`src/atsm_consts.vh`:
```
//Contract
//registers at 37h, 38h, 39h, 3Ah
//version register returns fixed 8-bit revision code
//select: first pin 7:4, second 3:0
//select resets 00h, both pins floating
//0000 float, 1010 high, 1011 low
//0001 puts each pin's level DAC out
//0010/0100/0101/0110 route analog signals through DAC
//1100 outputs transmit-active indication
//1101 outputs receive-active indication
//1110 subcarrier detected, void at 106 kBd
//1111 outputs chosen test bus bit
//second selector uses same code meanings
//first level register 6 bits, feeds DAC one
//second level register 6 bits, feeds DAC two
//software ignores level register bits 7:6
//writes to version register are ignored
`ifndef ATSM_CONSTS_VH
`define ATSM_CONSTS_VH

// register indices; byte address is four times the index
`define ATSM_IDX_VERSION 8'h37
`define ATSM_IDX_SELECT 8'h38
`define ATSM_IDX_LEVEL_ONE 8'h39
`define ATSM_IDX_LEVEL_TWO 8'h3a
`define ATSM_ADDR_VERSION 10'h0dc
`define ATSM_ADDR_SELECT 10'h0e0
`define ATSM_ADDR_LEVEL_ONE 10'h0e4
`define ATSM_ADDR_LEVEL_TWO 10'h0e8

// field positions
`define ATSM_SEL_FIRST_HI 7
`define ATSM_SEL_FIRST_LO 4
`define ATSM_SEL_SECOND_HI 3
`define ATSM_SEL_SECOND_LO 0
`define ATSM_LEVEL_HI 5

// reset values
`define ATSM_SELECT_RESET 8'h00
`define ATSM_LEVEL_RESET 6'h00
`define ATSM_VERSION_DEFAULT 8'h5a

// selector codes
`define ATSM_CODE_FLOAT 4'h0
`define ATSM_CODE_LEVEL_DAC 4'h1
`define ATSM_CODE_CORRELATOR 4'h2
`define ATSM_CODE_MIN_LEVEL 4'h4
`define ATSM_CODE_SAMPLE_I 4'h5
`define ATSM_CODE_SAMPLE_Q 4'h6
`define ATSM_CODE_HIGH 4'ha
`define ATSM_CODE_LOW 4'hb
`define ATSM_CODE_TX_ACTIVE 4'hc
`define ATSM_CODE_RX_ACTIVE 4'hd
`define ATSM_CODE_SUBCARRIER 4'he
`define ATSM_CODE_TEST_BUS 4'hf

`endif

```
`src/atsm_aux_test_mux.v`:
```
`timescale 1ns/1ns
`include "atsm_consts.vh"

module atsm_aux_test_mux #(
    // arbitrary value, not any real part's code
    parameter [7:0] VERSION_CODE = `ATSM_VERSION_DEFAULT,
    parameter ADDR_WIDTH = 10
) (
    // clock and reset
    input wire clock,
    input wire rst_b,
    // apb slave
    input wire psel,
    input wire penable,
    input wire pwrite,
    input wire [ADDR_WIDTH-1:0] paddr,
    input wire [31:0] pwdata,
    input wire [3:0] pstrb,
    output wire [31:0] prdata,
    output wire pready,
    output wire pslverr,
    // internal test sources
    input wire [5:0] correlator_test_signal,
    input wire [3:0] minimum_level_signal,
    input wire [3:0] sample_i,
    input wire [3:0] sample_q,
    input wire transmit_in_progress,
    input wire receive_in_progress,
    input wire subcarrier_detected,
    input wire rate_is_106,
    input wire [7:0] test_bus,
    input wire [2:0] test_bus_bit_choice,
    // level values toward the test dacs
    output wire [5:0] first_test_level,
    output wire [5:0] second_test_level,
    // first auxiliary pin
    output wire first_aux_output,
    output wire first_aux_oe,
    output wire [5:0] first_aux_dac_code,
    output wire first_aux_dac_en,
    // second auxiliary pin
    output wire second_aux_output,
    output wire second_aux_oe,
    output wire [5:0] second_aux_dac_code,
    output wire second_aux_dac_en
);

////////////////////////////////////////////////////////////////////////////////
// register state

reg [7:0] select_reg;
reg [5:0] level_one_reg;
reg [5:0] level_two_reg;
reg [31:0] prdata_reg;

wire [ADDR_WIDTH-1:0] addr_version;
wire [ADDR_WIDTH-1:0] addr_select;
wire [ADDR_WIDTH-1:0] addr_level_one;
wire [ADDR_WIDTH-1:0] addr_level_two;

assign addr_version = `ATSM_ADDR_VERSION;
assign addr_select = `ATSM_ADDR_SELECT;
assign addr_level_one = `ATSM_ADDR_LEVEL_ONE;
assign addr_level_two = `ATSM_ADDR_LEVEL_TWO;

////////////////////////////////////////////////////////////////////////////////
// address decode

wire hit_version;
wire hit_select;
wire hit_level_one;
wire hit_level_two;
wire hit_any;
wire setup_phase;
wire access_phase;
wire wr_lane0;

assign hit_version = (paddr == addr_version);
assign hit_select = (paddr == addr_select);
assign hit_level_one = (paddr == addr_level_one);
assign hit_level_two = (paddr == addr_level_two);
assign hit_any = hit_version | hit_select | hit_level_one | hit_level_two;

assign setup_phase = psel & ~penable;
assign access_phase = psel & penable;

// registers are one byte wide, so only lane 0 can change them
assign wr_lane0 = access_phase & pwrite & pstrb[0];

// zero wait states: every access ends in its first access cycle
assign pready = 1'h1;

// unmapped addresses answer with an error and change nothing
assign pslverr = access_phase & ~hit_any;

////////////////////////////////////////////////////////////////////////////////
// register writes

always @(posedge clock) begin
    if (!rst_b) begin
        select_reg <= `ATSM_SELECT_RESET;
        level_one_reg <= `ATSM_LEVEL_RESET;
        level_two_reg <= `ATSM_LEVEL_RESET;
    end else if (wr_lane0) begin
        if (hit_select) begin
            select_reg <= pwdata[7:0];
        end
        if (hit_level_one) begin
            // upper two bits are not stored; software must not rely on them
            level_one_reg <= pwdata[`ATSM_LEVEL_HI:0];
        end
        if (hit_level_two) begin
            level_two_reg <= pwdata[`ATSM_LEVEL_HI:0];
        end
        // a write to the version index stores nothing
    end
end

////////////////////////////////////////////////////////////////////////////////
// read data, captured in the setup cycle so it stands through access

reg [7:0] read_byte;

always @* begin
    read_byte = 8'h00;
    if (hit_version) begin
        read_byte = VERSION_CODE;
    end else if (hit_select) begin
        read_byte = select_reg;
    end else if (hit_level_one) begin
        read_byte = {2'h0, level_one_reg};
    end else if (hit_level_two) begin
        read_byte = {2'h0, level_two_reg};
    end
end

always @(posedge clock) begin
    if (!rst_b) begin
        prdata_reg <= 32'h0000_0000;
    end else if (setup_phase && !pwrite) begin
        prdata_reg <= {24'h00_0000, read_byte};
    end
end

assign prdata = prdata_reg;

////////////////////////////////////////////////////////////////////////////////
// level values go straight to the dacs

assign first_test_level = level_one_reg;
assign second_test_level = level_two_reg;

////////////////////////////////////////////////////////////////////////////////
// per-pin routing, same code table for both pins

wire [3:0] first_pin_signal_select;
wire [3:0] second_pin_signal_select;
wire test_bus_bit;

assign first_pin_signal_select = select_reg[`ATSM_SEL_FIRST_HI:`ATSM_SEL_FIRST_LO];
assign second_pin_signal_select = select_reg[`ATSM_SEL_SECOND_HI:`ATSM_SEL_SECOND_LO];
assign test_bus_bit = test_bus[test_bus_bit_choice];

// one decoder for both pins, so the two code tables cannot drift apart
atsm_pin_route #(
    .DAC_WIDTH(6)
) u_first_pin (
    .clock(clock),
    .rst_b(rst_b),
    .pin_signal_select(first_pin_signal_select),
    .pin_level(level_one_reg),
    .correlator_test_signal(correlator_test_signal),
    .minimum_level_signal(minimum_level_signal),
    .sample_i(sample_i),
    .sample_q(sample_q),
    .transmit_in_progress(transmit_in_progress),
    .receive_in_progress(receive_in_progress),
    .subcarrier_detected(subcarrier_detected),
    .rate_is_106(rate_is_106),
    .test_bus_bit(test_bus_bit),
    .aux_output(first_aux_output),
    .aux_oe(first_aux_oe),
    .dac_code(first_aux_dac_code),
    .dac_en(first_aux_dac_en)
);

atsm_pin_route #(
    .DAC_WIDTH(6)
) u_second_pin (
    .clock(clock),
    .rst_b(rst_b),
    .pin_signal_select(second_pin_signal_select),
    .pin_level(level_two_reg),
    .correlator_test_signal(correlator_test_signal),
    .minimum_level_signal(minimum_level_signal),
    .sample_i(sample_i),
    .sample_q(sample_q),
    .transmit_in_progress(transmit_in_progress),
    .receive_in_progress(receive_in_progress),
    .subcarrier_detected(subcarrier_detected),
    .rate_is_106(rate_is_106),
    .test_bus_bit(test_bus_bit),
    .aux_output(second_aux_output),
    .aux_oe(second_aux_oe),
    .dac_code(second_aux_dac_code),
    .dac_en(second_aux_dac_en)
);

endmodule

////////////////////////////////////////////////////////////////////////////////
// one auxiliary pin: selector decode and registered pin controls

module atsm_pin_route #(
    parameter DAC_WIDTH = 6
) (
    // clock and reset
    input wire clock,
    input wire rst_b,
    // selector and level value for this pin
    input wire [3:0] pin_signal_select,
    input wire [DAC_WIDTH-1:0] pin_level,
    // shared test sources
    input wire [DAC_WIDTH-1:0] correlator_test_signal,
    input wire [3:0] minimum_level_signal,
    input wire [3:0] sample_i,
    input wire [3:0] sample_q,
    input wire transmit_in_progress,
    input wire receive_in_progress,
    input wire subcarrier_detected,
    input wire rate_is_106,
    input wire test_bus_bit,
    // pin controls
    output wire aux_output,
    output wire aux_oe,
    output wire [DAC_WIDTH-1:0] dac_code,
    output wire dac_en
);

////////////////////////////////////////////////////////////////////////////////
// 4-bit sources padded below to span the full dac range

wire [DAC_WIDTH-1:0] min_level_scaled;
wire [DAC_WIDTH-1:0] sample_i_scaled;
wire [DAC_WIDTH-1:0] sample_q_scaled;

assign min_level_scaled = {minimum_level_signal, {(DAC_WIDTH-4){1'h0}}};
assign sample_i_scaled = {sample_i, {(DAC_WIDTH-4){1'h0}}};
assign sample_q_scaled = {sample_q, {(DAC_WIDTH-4){1'h0}}};

////////////////////////////////////////////////////////////////////////////////
// code decode

reg out_next;
reg oe_next;
reg dac_en_next;
reg [DAC_WIDTH-1:0] dac_code_next;

always @* begin
    out_next = 1'h0;
    oe_next = 1'h0;
    dac_en_next = 1'h0;
    dac_code_next = {DAC_WIDTH{1'h0}};
    case (pin_signal_select)
        `ATSM_CODE_FLOAT: begin
            oe_next = 1'h0;
        end
        `ATSM_CODE_LEVEL_DAC: begin
            dac_en_next = 1'h1;
            dac_code_next = pin_level;
        end
        `ATSM_CODE_CORRELATOR: begin
            dac_en_next = 1'h1;
            dac_code_next = correlator_test_signal;
        end
        `ATSM_CODE_MIN_LEVEL: begin
            dac_en_next = 1'h1;
            dac_code_next = min_level_scaled;
        end
        `ATSM_CODE_SAMPLE_I: begin
            dac_en_next = 1'h1;
            dac_code_next = sample_i_scaled;
        end
        `ATSM_CODE_SAMPLE_Q: begin
            dac_en_next = 1'h1;
            dac_code_next = sample_q_scaled;
        end
        `ATSM_CODE_HIGH: begin
            oe_next = 1'h1;
            out_next = 1'h1;
        end
        `ATSM_CODE_LOW: begin
            oe_next = 1'h1;
            out_next = 1'h0;
        end
        `ATSM_CODE_TX_ACTIVE: begin
            // framing of the indication is shaped by the transmitter
            oe_next = 1'h1;
            out_next = transmit_in_progress;
        end
        `ATSM_CODE_RX_ACTIVE: begin
            oe_next = 1'h1;
            out_next = receive_in_progress;
        end
        `ATSM_CODE_SUBCARRIER: begin
            // meaningless at 106 kBd, so held low there
            oe_next = 1'h1;
            out_next = subcarrier_detected & ~rate_is_106;
        end
        `ATSM_CODE_TEST_BUS: begin
            oe_next = 1'h1;
            out_next = test_bus_bit;
        end
        default: begin
            // reserved codes leave the pin floating as the safe choice
            oe_next = 1'h0;
        end
    endcase
end

////////////////////////////////////////////////////////////////////////////////
// pin control flops

reg out_reg;
reg oe_reg;
reg dac_en_reg;
reg [DAC_WIDTH-1:0] dac_code_reg;

always @(posedge clock) begin
    if (!rst_b) begin
        out_reg <= 1'h0;
        oe_reg <= 1'h0;
        dac_en_reg <= 1'h0;
        dac_code_reg <= {DAC_WIDTH{1'h0}};
    end else begin
        out_reg <= out_next;
        oe_reg <= oe_next;
        dac_en_reg <= dac_en_next;
        dac_code_reg <= dac_code_next;
    end
end

////////////////////////////////////////////////////////////////////////////////
// pin outputs, one clock behind the selector and sources

assign aux_output = out_reg;
assign aux_oe = oe_reg;
assign dac_en = dac_en_reg;
assign dac_code = dac_code_reg;

endmodule

```
`config.mk`:
```
export PLATFORM = sky130hd
export DESIGN_NAME = atsm_aux_test_mux
export DESIGN_NICKNAME = d
export VERILOG_FILES = /design/src/atsm_aux_test_mux.v
export VERILOG_INCLUDE_DIRS = /design/src
export SDC_FILE = /design/constraint.sdc
export NUM_CORES = 1
export LEC_CHECK = 0
export ABC_CLOCK_PERIOD_IN_PS = 3330
export BUFFER_PORTS_ARGS = -buffer_cell sky130_fd_sc_hd__buf_4
export CORE_UTILIZATION = 48
export CTS_CLUSTER_SIZE = 20
export DETAILED_ROUTE_END_ITERATION = 8
export PLACE_DENSITY = 0.84
export SYNTH_ARGS = -nofsm -noshare
export SYNTH_HDL_FRONTEND = slang
export SYNTH_HIERARCHICAL = 1
export SYNTH_SLANG_ARGS = --single-unit
export TNS_END_PERCENT = 50
```
`constraint.sdc`:
```
create_clock -name clock -period 3.33 [get_ports clock]
set_input_delay 0.666 -clock clock [delete_from_list [all_inputs] [get_ports clock]]
set_output_delay 0.666 -clock clock [all_outputs]
set_load 0.01 [all_outputs]
```
==> impl_metrics.yaml, run 1 <==
clock_network:
  numCtsBuffers: 5
  cts_sinks: 46
  htree_num_levels: 2
  cts_setup_buffers: 0
  cts_tree: "yes"
  postCtsResizedCells: 0
  clkTransAtPathRegs_ns: 0.08
  cts.path.max_buffers: 2
  clk_latency_ns: 0.30
  root_buffer: "clkbuf_8"
  cts_hold_buf: 0
sta:
  whs_ns: 0.4925
  rsz0062_at_grt: "no"
  setup_violations: 0
  clock_skew_ns: 0.007386
  finalMaxSlewViolations: 0
  relSlewSlack: 0.5602
  worst_pin_slew_ns: 0.6588
  period_needed_ns: 2.446
  fin_crit_sh: 0.7346
  fin_ws_ns: 0.8837
  clock.fmax_ghz: 0.4088
  finalHoldViolations: 0
  fin_setup_tns_ns: 0
cells_and_area:
  nets: 459
  drive_gt1_frac: 0.3112
  antennaDiodeCount: 0
  area_growth_pct: 26.27
setup_path:
  critPathSlowestCell: "or4b_4"
  cp_cell_sequence: "buf_4 -> nand2_2 -> or4b_4 -> nand2_1 -> a21oi_1 -> buf_4"
  timing.critical_path.from: "paddr[3]"
  cp_slowest_stage_delay_ns: 0.56
  cp.arrival_ns: 1.78
  path_common_cell: "buf_4"
  cp_top_family: "simple AND/OR/NAND/NOR gates"
  path_max_fanout: 10
  crit_type: "in -> out"
  crit_required_ns: 2.66
  critPathLaunchType: "input pin"
  path_buf_inv: 2
  end_kind: "primary output"
  timing.rr.start: "select_reg[5]"
yosys:
  synth_compound_area_frac: 0.1994
  yosys.area_share.adder: 0
  yosys.area_share.simple: 0.2332
  yosys_warnings: 6
  seq_area_frac_synth: 0.3554
  synth_top_family_by_area: "simple AND/OR/NAND/NOR gates"
  yosys.cell_types.count: 46
  postSynthAreaPerCell_sq_um: 8.784
  synth-seq-cells: 46
  ys_async_sr_fraction: 0
  ys.flop_type: "dfxtp_1"
  synth_edf_count: 0
  synth_mux_area_frac: 0.07677
  synth_cells: 295
  syn-cell-area_sq_um: 2591
  yosys.area_share.xor_xnor: 0
floorplanning:
  core_sq_um: 5140
  die_w_um: 75.48
  std_cell_rows: 26
  die_area_sq_um: 5696
  io_pins: 148
  die_h_um: 75.48
  initial_utilization: 0.5041
route:
  first_pass_iters: 5
  wl_per_cell_um: 14.71
  vias: 2446
  wirelength_um: 6561
  drc: 0
  drt-vias-per-instance: 5.484
  detail-route-antenna-nets: 0
  first_iter_violations: 303
power_and_ir_drop:
  powerDensity_nw_per_um2: 328.7
  seqPwrFrac: 0.511
  internal_power_uw: 831.4
  p_switching_uw: 244.1
  vdd_drop_max_mv: 0.2241
  swShare: 0.2270
  p_clk_frac: 0.382
  power_leakage_uw: 0.001352
  p_comb_frac: 0.107
worst_hold_path:
  min_path_type: "reg -> reg"
  hp-start: "prdata[1]"
grt:
  grt_pass1_wl_um: 10010
  antenna_found_initial: 0
  grt-ovfl-total: 0
  grt_usage: 0.2349
  grt_max_degree: 47
  grt_pass1_vias: 2082
placement:
  port_buffers: 95
  place.gp.congestion: 0.8923
  pre_cts_ws_ns: 0.8809
  dp_hpwl_um: 4906
outcome:
  status: "completed"
job:
  maxCapViolations: 0
layout by cell type (no fill, tap or decap), types with 2 or more instances in the layout:
| cell type | n |
|---|---|
| inv_1 | 6 |
| o2111ai_1 | 2 |
| nor2b_1 | 10 |
| conb_1 | 25 |
| a2bb2oi_1 | 2 |
| mux4_2 | 2 |
| a22oi_1 | 7 |
| a211oi_1 | 2 |
| clkinvlp_4 | 2 |
| a31oi_1 | 7 |
| o21ai_0 | 2 |
| dfxtp_1 | 46 |
| and4_1 | 2 |
| mux2i_1 | 12 |
| clkbuf_8 | 5 |
| o2bb2ai_1 | 6 |
| nand3_1 | 27 |
| nand2_1 | 26 |
| a21oi_1 | 5 |
| a211o_1 | 6 |
| and2_0 | 3 |
| and4bb_2 | 2 |
| o211a_1 | 2 |
| o21a_1 | 3 |
| mux2_2 | 3 |
| and2b_1 | 2 |
| o21ai_1 | 23 |
| a32oi_1 | 5 |
| nand3b_1 | 8 |
| buf_4 | 95 |
| nand4_1 | 4 |
| nor2_1 | 6 |
| a221oi_1 | 2 |
| and2_1 | 5 |
| or3_2 | 2 |
worst register-to-register path: cells and delay by family, from the launching register on:
family,cells,cell delay (ns)
AND/OR/NAND/NOR,1,0.58
AO/OA/AOI/OAI,2,0.50
flip-flops,1,0.63
worst paths after layout:
check / cells after the start / to / slack (ns)
max reg2reg: 3 / u_first_pin/dac_code[4] / 1.53
min: 2 / prdata[1] / 0.49
max: 6 / pslverr / 0.88
min reg2reg: 2 / prdata[1] / 0.49
metrics by stage:
step | util | std cells | total power, uW | area [sq um]
finish | 0.6366 | 446 | 1076 | 3272
global route | 0.6366 | 446 | 1122 | 3272
CTS | 0.6366 | 446 | 1081 | 3272
detailed placement | 0.6144 | 438 | 675.9 | 3158
global placement | 0.6144 | 438 | 673.9 | 3158
floorplan | - | 318 | 635.3 | 2678
cells by family after synthesis:
kind of cell,Yosys count
simple gates,104
compound gates,75
buf+inv,51
flops,46
mux,17
other cells,2
power groups by stage:
stage	Combinational [uW]	Clock, uW	Sequential (uW)
2_1_floorplan	72.8	0	562
3_3_place_gp	111	0	562
3_5_place_dp	113	0	562
4_1_cts	114	417	549
5_1_grt	125	448	550
6_report	115	411	549
layout make-up:
class / count / area, sq um
Fill cell: 453 / 1868
Clock inverter: 3 / 45.04
Inverter: 6 / 22.52
Sequential cell: 46 / 920.9
Multi-Input combinational cell: 221 / 1414
Tap cell: 70 / 87.58
Clock buffer: 5 / 68.82
Timing Repair Buffer: 95 / 713.2
synth_stat cells (all sizes together) (2+ instances only):
cell type,instances,share of area
o2bb2ai,6,0.020
or3,2,0.0058
a211oi,2,0.0058
nand4,5,0.014
o21a,3,0.0087
nor2b,10,0.024
buf,40,0.12
a21oi,5,0.0097
a32oi,5,0.017
a221oi,2,0.0068
nor2,6,0.0087
inv,6,0.0087
a2bb2oi,2,0.0068
nand3,27,0.052
o211a,2,0.0077
mux2,3,0.013
dfxtp,46,0.36
o2111ai,2,0.0068
a31oi,7,0.017
mux4,2,0.017
mux2i,12,0.046
clkbuf,5,0.0082
a211o,6,0.020
a22oi,7,0.020
nand2,27,0.040
and4,2,0.0068
nand3b,8,0.023
and2,8,0.019
and4bb,2,0.0097
o21ai,25,0.048
and2b,2,0.0058
conb,2,0.0029
layer usage:
layer / part of all wire / wire [um] / GRT usage
met1: 0.42 / 2786 / 0.3050
met3: 0.076 / 498 / 0.03439
met2: 0.47 / 3092 / 0.3948
met5: 0 / 0 / 0
met4: 0.028 / 183 / 0.09053
No activity file was read; power rests on OpenSTA's default activity.
==> run 2: changes to the inputs <==
--- a/config.mk
+++ b/config.mk
@@ -6,12 +6,13 @@
 export SDC_FILE = /design/constraint.sdc
 export NUM_CORES = 1
 export LEC_CHECK = 0
-export ABC_CLOCK_PERIOD_IN_PS = 3330
+export ABC_AREA = 1
+export ABC_CLOCK_PERIOD_IN_PS = 2200
 export BUFFER_PORTS_ARGS = -buffer_cell sky130_fd_sc_hd__buf_4
-export CORE_UTILIZATION = 48
+export CORE_UTILIZATION = 40
 export CTS_CLUSTER_SIZE = 20
 export DETAILED_ROUTE_END_ITERATION = 8
-export PLACE_DENSITY = 0.84
+export PLACE_DENSITY = 0.74
 export SYNTH_ARGS = -nofsm -noshare
 export SYNTH_HDL_FRONTEND = slang
 export SYNTH_HIERARCHICAL = 1
==> constraint.sdc (replaced) <==
create_clock -name clock -period 2.2 [get_ports clock]
set_input_delay 0.44 -clock clock [delete_from_list [all_inputs] [get_ports clock]]
set_output_delay 0.44 -clock clock [all_outputs]
set_load 0.01 [all_outputs]
==> impl_metrics.yaml, run 2 <==
outcome:
  status: "completed"
worst_hold_path:
  min_path_type: "in -> reg"
yosys:
  synth_top_area_frac: 0.3482
  synth_edf_count: 0
  syn-cell-area_sq_um: 2645
  seq_area_frac_synth: 0.3482
  synth_commonest_cells: "nand2_1, nand3_1, nor2_1"
  yosys_warnings: 6
  yosysTopAreaCell: "dfxtp_1"
  ys_top_cells_by_area: "dfxtp_1, nand3_1, nand2_1, a21oi_1, buf_4"
  synth_cells: 390
  postSynthAreaPerCell_sq_um: 6.782
  ys.flop_type: "dfxtp_1"
  ys_async_sr_fraction: 0
  synth-seq-cells: 46
  yosys.cell_types.count: 29
  yosysMostFrequentCell: "nand2_1"
sta:
  setup_violations: 0
  finalMaxSlewViolations: 0
  fin_setup_tns_ns: 0
  rsz0062_at_grt: "no"
  clock_skew_ns: 0.004843
  relSlewSlack: 0.5044
  fin_crit_sh: 0.8527
  worst_pin_slew_ns: 0.7407
  clock.fmax_ghz: 0.5331
  whs_ns: 0.3724
  period_needed_ns: 1.876
  finalHoldViolations: 0
  fin_ws_ns: 0.3241
cells_and_area:
  area_growth_pct: 29.99
  drive_gt1_frac: 0.2781
  antennaDiodeCount: 0
  mostFrequentLayoutCell: "buf_4"
  stdcell_count: 566
  fill_cells: 638
  final_cell_mix: "buf_4, nand2_1, nand3_1"
  fin_util: 0.5415
  nets: 572
clock_network:
  cts_tree: "yes"
  cts_sinks: 46
  numCtsBuffers: 5
  root_buffer: "clkbuf_8"
  clk_latency_ns: 0.30
  cts_hold_buf: 0
  clkTransAtPathRegs_ns: 0.09
  cts_setup_buffers: 0
  cts.path.max_buffers: 2
  postCtsResizedCells: 0
  htree_num_levels: 2
setup_path:
  cp_cell_sequence: "buf_4 -> inv_1 -> nand2_1 -> nor2_1 -> nand3_2 -> nand2_1 -> nor4_1 -> buf_4"
  cp_slowest_stage_delay_ns: 0.28
  crit_type: "in -> out"
  cp_top_family: "simple AND/OR/NAND/NOR gates"
  path_max_fanout: 5
  end_kind: "primary output"
  critPathLaunchType: "input pin"
  crit_required_ns: 1.76
  critPathSlowestCell: "nor2_1"
  cp.arrival_ns: 1.44
  path_buf_inv: 3
floorplanning:
  core_sq_um: 6350
  die_area_sq_um: 6941
  die_w_um: 83.32
  std_cell_rows: 29
  io_pins: 148
  die_h_um: 83.32
  initial_utilization: 0.4166
power_and_ir_drop:
  powerDensity_nw_per_um2: 456.1
  vdd_drop_max_mv: 0.2549
  power_leakage_uw: 0.001601
placement:
  dp.cells: 558
  port_buffers: 95
  dp_hpwl_um: 5937
  place.gp.congestion: 0.8820
  pre_cts_ws_ns: 0.3291
grt:
  grt_usage: 0.2172
  antenna_found_initial: 0
  grt_pass1_vias: 2678
  grt_pass1_wl_um: 12390
  grt-ovfl-total: 0
  grt_max_degree: 32
route:
  vias: 2876
  wl_per_cell_um: 13.12
  first_iter_violations: 156
  drc: 0
  wirelength_um: 7426
  drt-vias-per-instance: 5.081
  detail-route-antenna-nets: 0
  first_pass_iters: 5
job:
  maxCapViolations: 0
[run 2: stage by stage]
stage               instance area, sq um  power [uW]
floorplan                           2731       968.2
global placement                    3347        1048
detailed placement                  3347        1052
CTS                                 3438        1575
global route                        3438        1638
finish                              3438        1568
[run 2: kinds of logic after synthesis]
group | after synthesis | share of synthesized area
AND/OR/NAND/NOR | 204 | 0.3751
AO/OA/AOI/OAI | 74 | 0.1438
buffers and inverters | 64 | 0.1301
flip-flops | 46 | 0.3482
other | 2 | 0.002839
[run 2: metal layers]
metal  vias up  share of wire  global-route usage
met2       140           0.47              0.3577
met5         -              0                   0
met3        14          0.083             0.05070
li1       1445              -                   -
met1      1277           0.43              0.2816
met4         0          0.017             0.06583
[run 2: final timing paths]
kind | startpoint | to | slack, ns | cells after the start
max | paddr[4] | pslverr | 0.32 | 8
min reg2reg | prdata[7] | prdata[7] | 0.47 | 2
max reg2reg | select_reg[2] | u_second_pin/dac_code[5] | 0.70 | 5
min | pwdata[7] | select_reg[7] | 0.37 | 3
[run 2: power by group]
group          switching, uW  internal [uW]
clock                    283            254
combinational            103           91.7
sequential              1.87            835
total                    387           1180
[run 2: final cells by class]
cell class	count	area [sq um]	area share
Clock inverter	1	5.005	0.001456
Multi-Input combinational cell	303	1466	0.4265
Inverter	34	127.6	0.03712
Sequential cell	46	920.9	0.2678
Tap cell	77	96.34	0.02802
Timing Repair Buffer	98	735.7	0.2140
Clock buffer	7	86.33	0.02511
[run 2: worst register-to-register path: stages, from the launching register on]
cell and delay [ns]:
dfxtp_1 0.40, nor2_1 0.61, nand3_1 0.20, nand3_1 0.12
nor2_1 0.04, nor2_1 0.07
==> run 3: changes to the inputs <==
--- a/config.mk
+++ b/config.mk
@@ -9,10 +9,10 @@
 export ABC_AREA = 1
 export ABC_CLOCK_PERIOD_IN_PS = 2200
 export BUFFER_PORTS_ARGS = -buffer_cell sky130_fd_sc_hd__buf_4
-export CORE_UTILIZATION = 40
+export CORE_UTILIZATION = 28
 export CTS_CLUSTER_SIZE = 20
 export DETAILED_ROUTE_END_ITERATION = 8
-export PLACE_DENSITY = 0.74
+export PLACE_DENSITY_LB_ADDON = 0.3
 export SYNTH_ARGS = -nofsm -noshare
 export SYNTH_HDL_FRONTEND = slang
 export SYNTH_HIERARCHICAL = 1
==> impl_metrics.yaml, run 3 (synthesis gave the netlist of run 2 again) <==
outcome:
  status: "completed"
sta:
  finalMaxSlewViolations: 0
  relSlewSlack: 0.6627
  finalHoldViolations: 0
  period_needed_ns: 1.966
  fin_setup_tns_ns: 0
  worst_pin_slew_ns: 0.5043
  fin_crit_sh: 0.8936
  clock_skew_ns: 0.006486
  setup_violations: 0
  rsz0062_at_grt: "no"
  fin_ws_ns: 0.2340
  clock.fmax_ghz: 0.5087
  whs_ns: 0.3652
floorplanning:
  core_sq_um: 9196
  die_area_sq_um: 9840
  io_pins: 148
  std_cell_rows: 35
  die_h_um: 99.20
  die_w_um: 99.20
  initial_utilization: 0.2876
power_and_ir_drop:
  power_leakage_uw: 0.001614
  powerDensity_nw_per_um2: 473.4
  vdd_drop_max_mv: 0.2647
setup_path:
  cp_cell_sequence: "buf_4 -> nor2_2 -> nand2_2 -> inv_1 -> nand3_2 -> nand2_1 -> nor4_1 -> buf_4"
  crit_type: "in -> out"
  crit_required_ns: 1.76
  cp_slowest_stage_delay_ns: 0.18
  critPathLaunchType: "input pin"
  cp.arrival_ns: 1.53
  end_kind: "primary output"
  cp_top_family: "simple AND/OR/NAND/NOR gates"
  critPathSlowestCell: "nor2_2"
  path_common_cell: "buf_4"
  path_buf_inv: 3
  path_max_fanout: 7
placement:
  pre_cts_ws_ns: 0.2318
  place.gp.congestion: 0.8488
  port_buffers: 95
  dp.cells: 593
  dp_hpwl_um: 6142
clock_network:
  postCtsResizedCells: 0
  cts_hold_buf: 0
  root_buffer: "clkbuf_8"
  cts.path.max_buffers: 2
  clk_latency_ns: 0.30
  numCtsBuffers: 5
  htree_num_levels: 2
  cts_tree: "yes"
  cts_setup_buffers: 0
  clkTransAtPathRegs_ns: 0.09
  cts_sinks: 46
cells_and_area:
  fill_cells: 985
  stdcell_count: 601
  antennaDiodeCount: 0
  fin_util: 0.3812
  drive_gt1_frac: 0.2816
  nets: 573
  mostFrequentLayoutCell: "buf_4"
  area_growth_pct: 32.54
  final_cell_mix: "buf_4, nand2_1, nand3_1"
route:
  drt-vias-per-instance: 4.581
  wirelength_um: 7670
  detail-route-antenna-nets: 0
  first_iter_violations: 195
  vias: 2753
  drc: 0
  first_pass_iters: 4
  wl_per_cell_um: 12.76
grt:
  grt_pass1_wl_um: 12190
  grt_usage: 0.1569
  grt_max_degree: 32
  grt-ovfl-total: 0
  antenna_found_initial: 0
  grt_pass1_vias: 2510
worst_hold_path:
  min_path_type: "in -> reg"
job:
  maxCapViolations: 0
[run 3: cell count changes in the layout (fill, tap and decap cells not counted)]
cell and change:
buf_4 +1, bufinv_16 +1, clkbuf_1 -1, clkbuf_8 -1, clkinv_2 +1
[run 3: through the flow]
stage	area (sq um)	power, uW
2_1_floorplan	2731	968.2
3_3_place_gp	3397	1051
3_5_place_dp	3397	1053
4_1_cts	3506	1675
5_1_grt	3506	1738
6_report	3506	1660
[run 3: tightest hold or removal path, cell delays in order]
cell	delay [ns]
buf_4	0.07
inv_1	0.03
a21oi_1	0.09
[run 3: layer usage]
| layer | vias up | share of wire | routed length, um | global-route usage |
|---|---|---|---|---|
| li1 | 1447 | - | - | - |
| met1 | 1200 | 0.48 | 3661 | 0.2116 |
| met3 | 11 | 0.055 | 423 | 0.02741 |
| met2 | 95 | 0.45 | 3447 | 0.2501 |
| met5 | - | 0 | 0 | 0 |
| met4 | 0 | 0.018 | 138 | 0.05995 |
[run 3: final timing paths]
path / start / to / slack (ns) / cells past startpoint
max: paddr[9] / pslverr / 0.23 / 8
min: pwdata[7] / select_reg[7] / 0.37 / 3
max reg2reg: select_reg[2] / u_second_pin/dac_code[2] / 0.88 / 6
min reg2reg: prdata[7] / prdata[7] / 0.47 / 2
[run 3: final cells by class]
class / count / area [sq um] / area share
multi-input cells: 303 / 1466 / 0.4183
clock inverters: 3 / 40.04 / 0.01142
clock buffers: 5 / 68.82 / 0.01963
inverters: 34 / 127.6 / 0.03640
flip-flops and latches: 46 / 920.9 / 0.2627
well taps: 111 / 138.9 / 0.03961
repair buffers: 99 / 743.2 / 0.2120
[run 3: power by group]
| part | leakage (uW) | switching, uW | internal [uW] | total, uW |
|---|---|---|---|---|
| Combinational | 0.00119 | 104 | 91.2 | 196 |
| Clock | 0.0000579 | 292 | 335 | 627 |
| Sequential | 0.000371 | 1.98 | 835 | 837 |
| Total | 0.00161 | 399 | 1260 | 1660 |
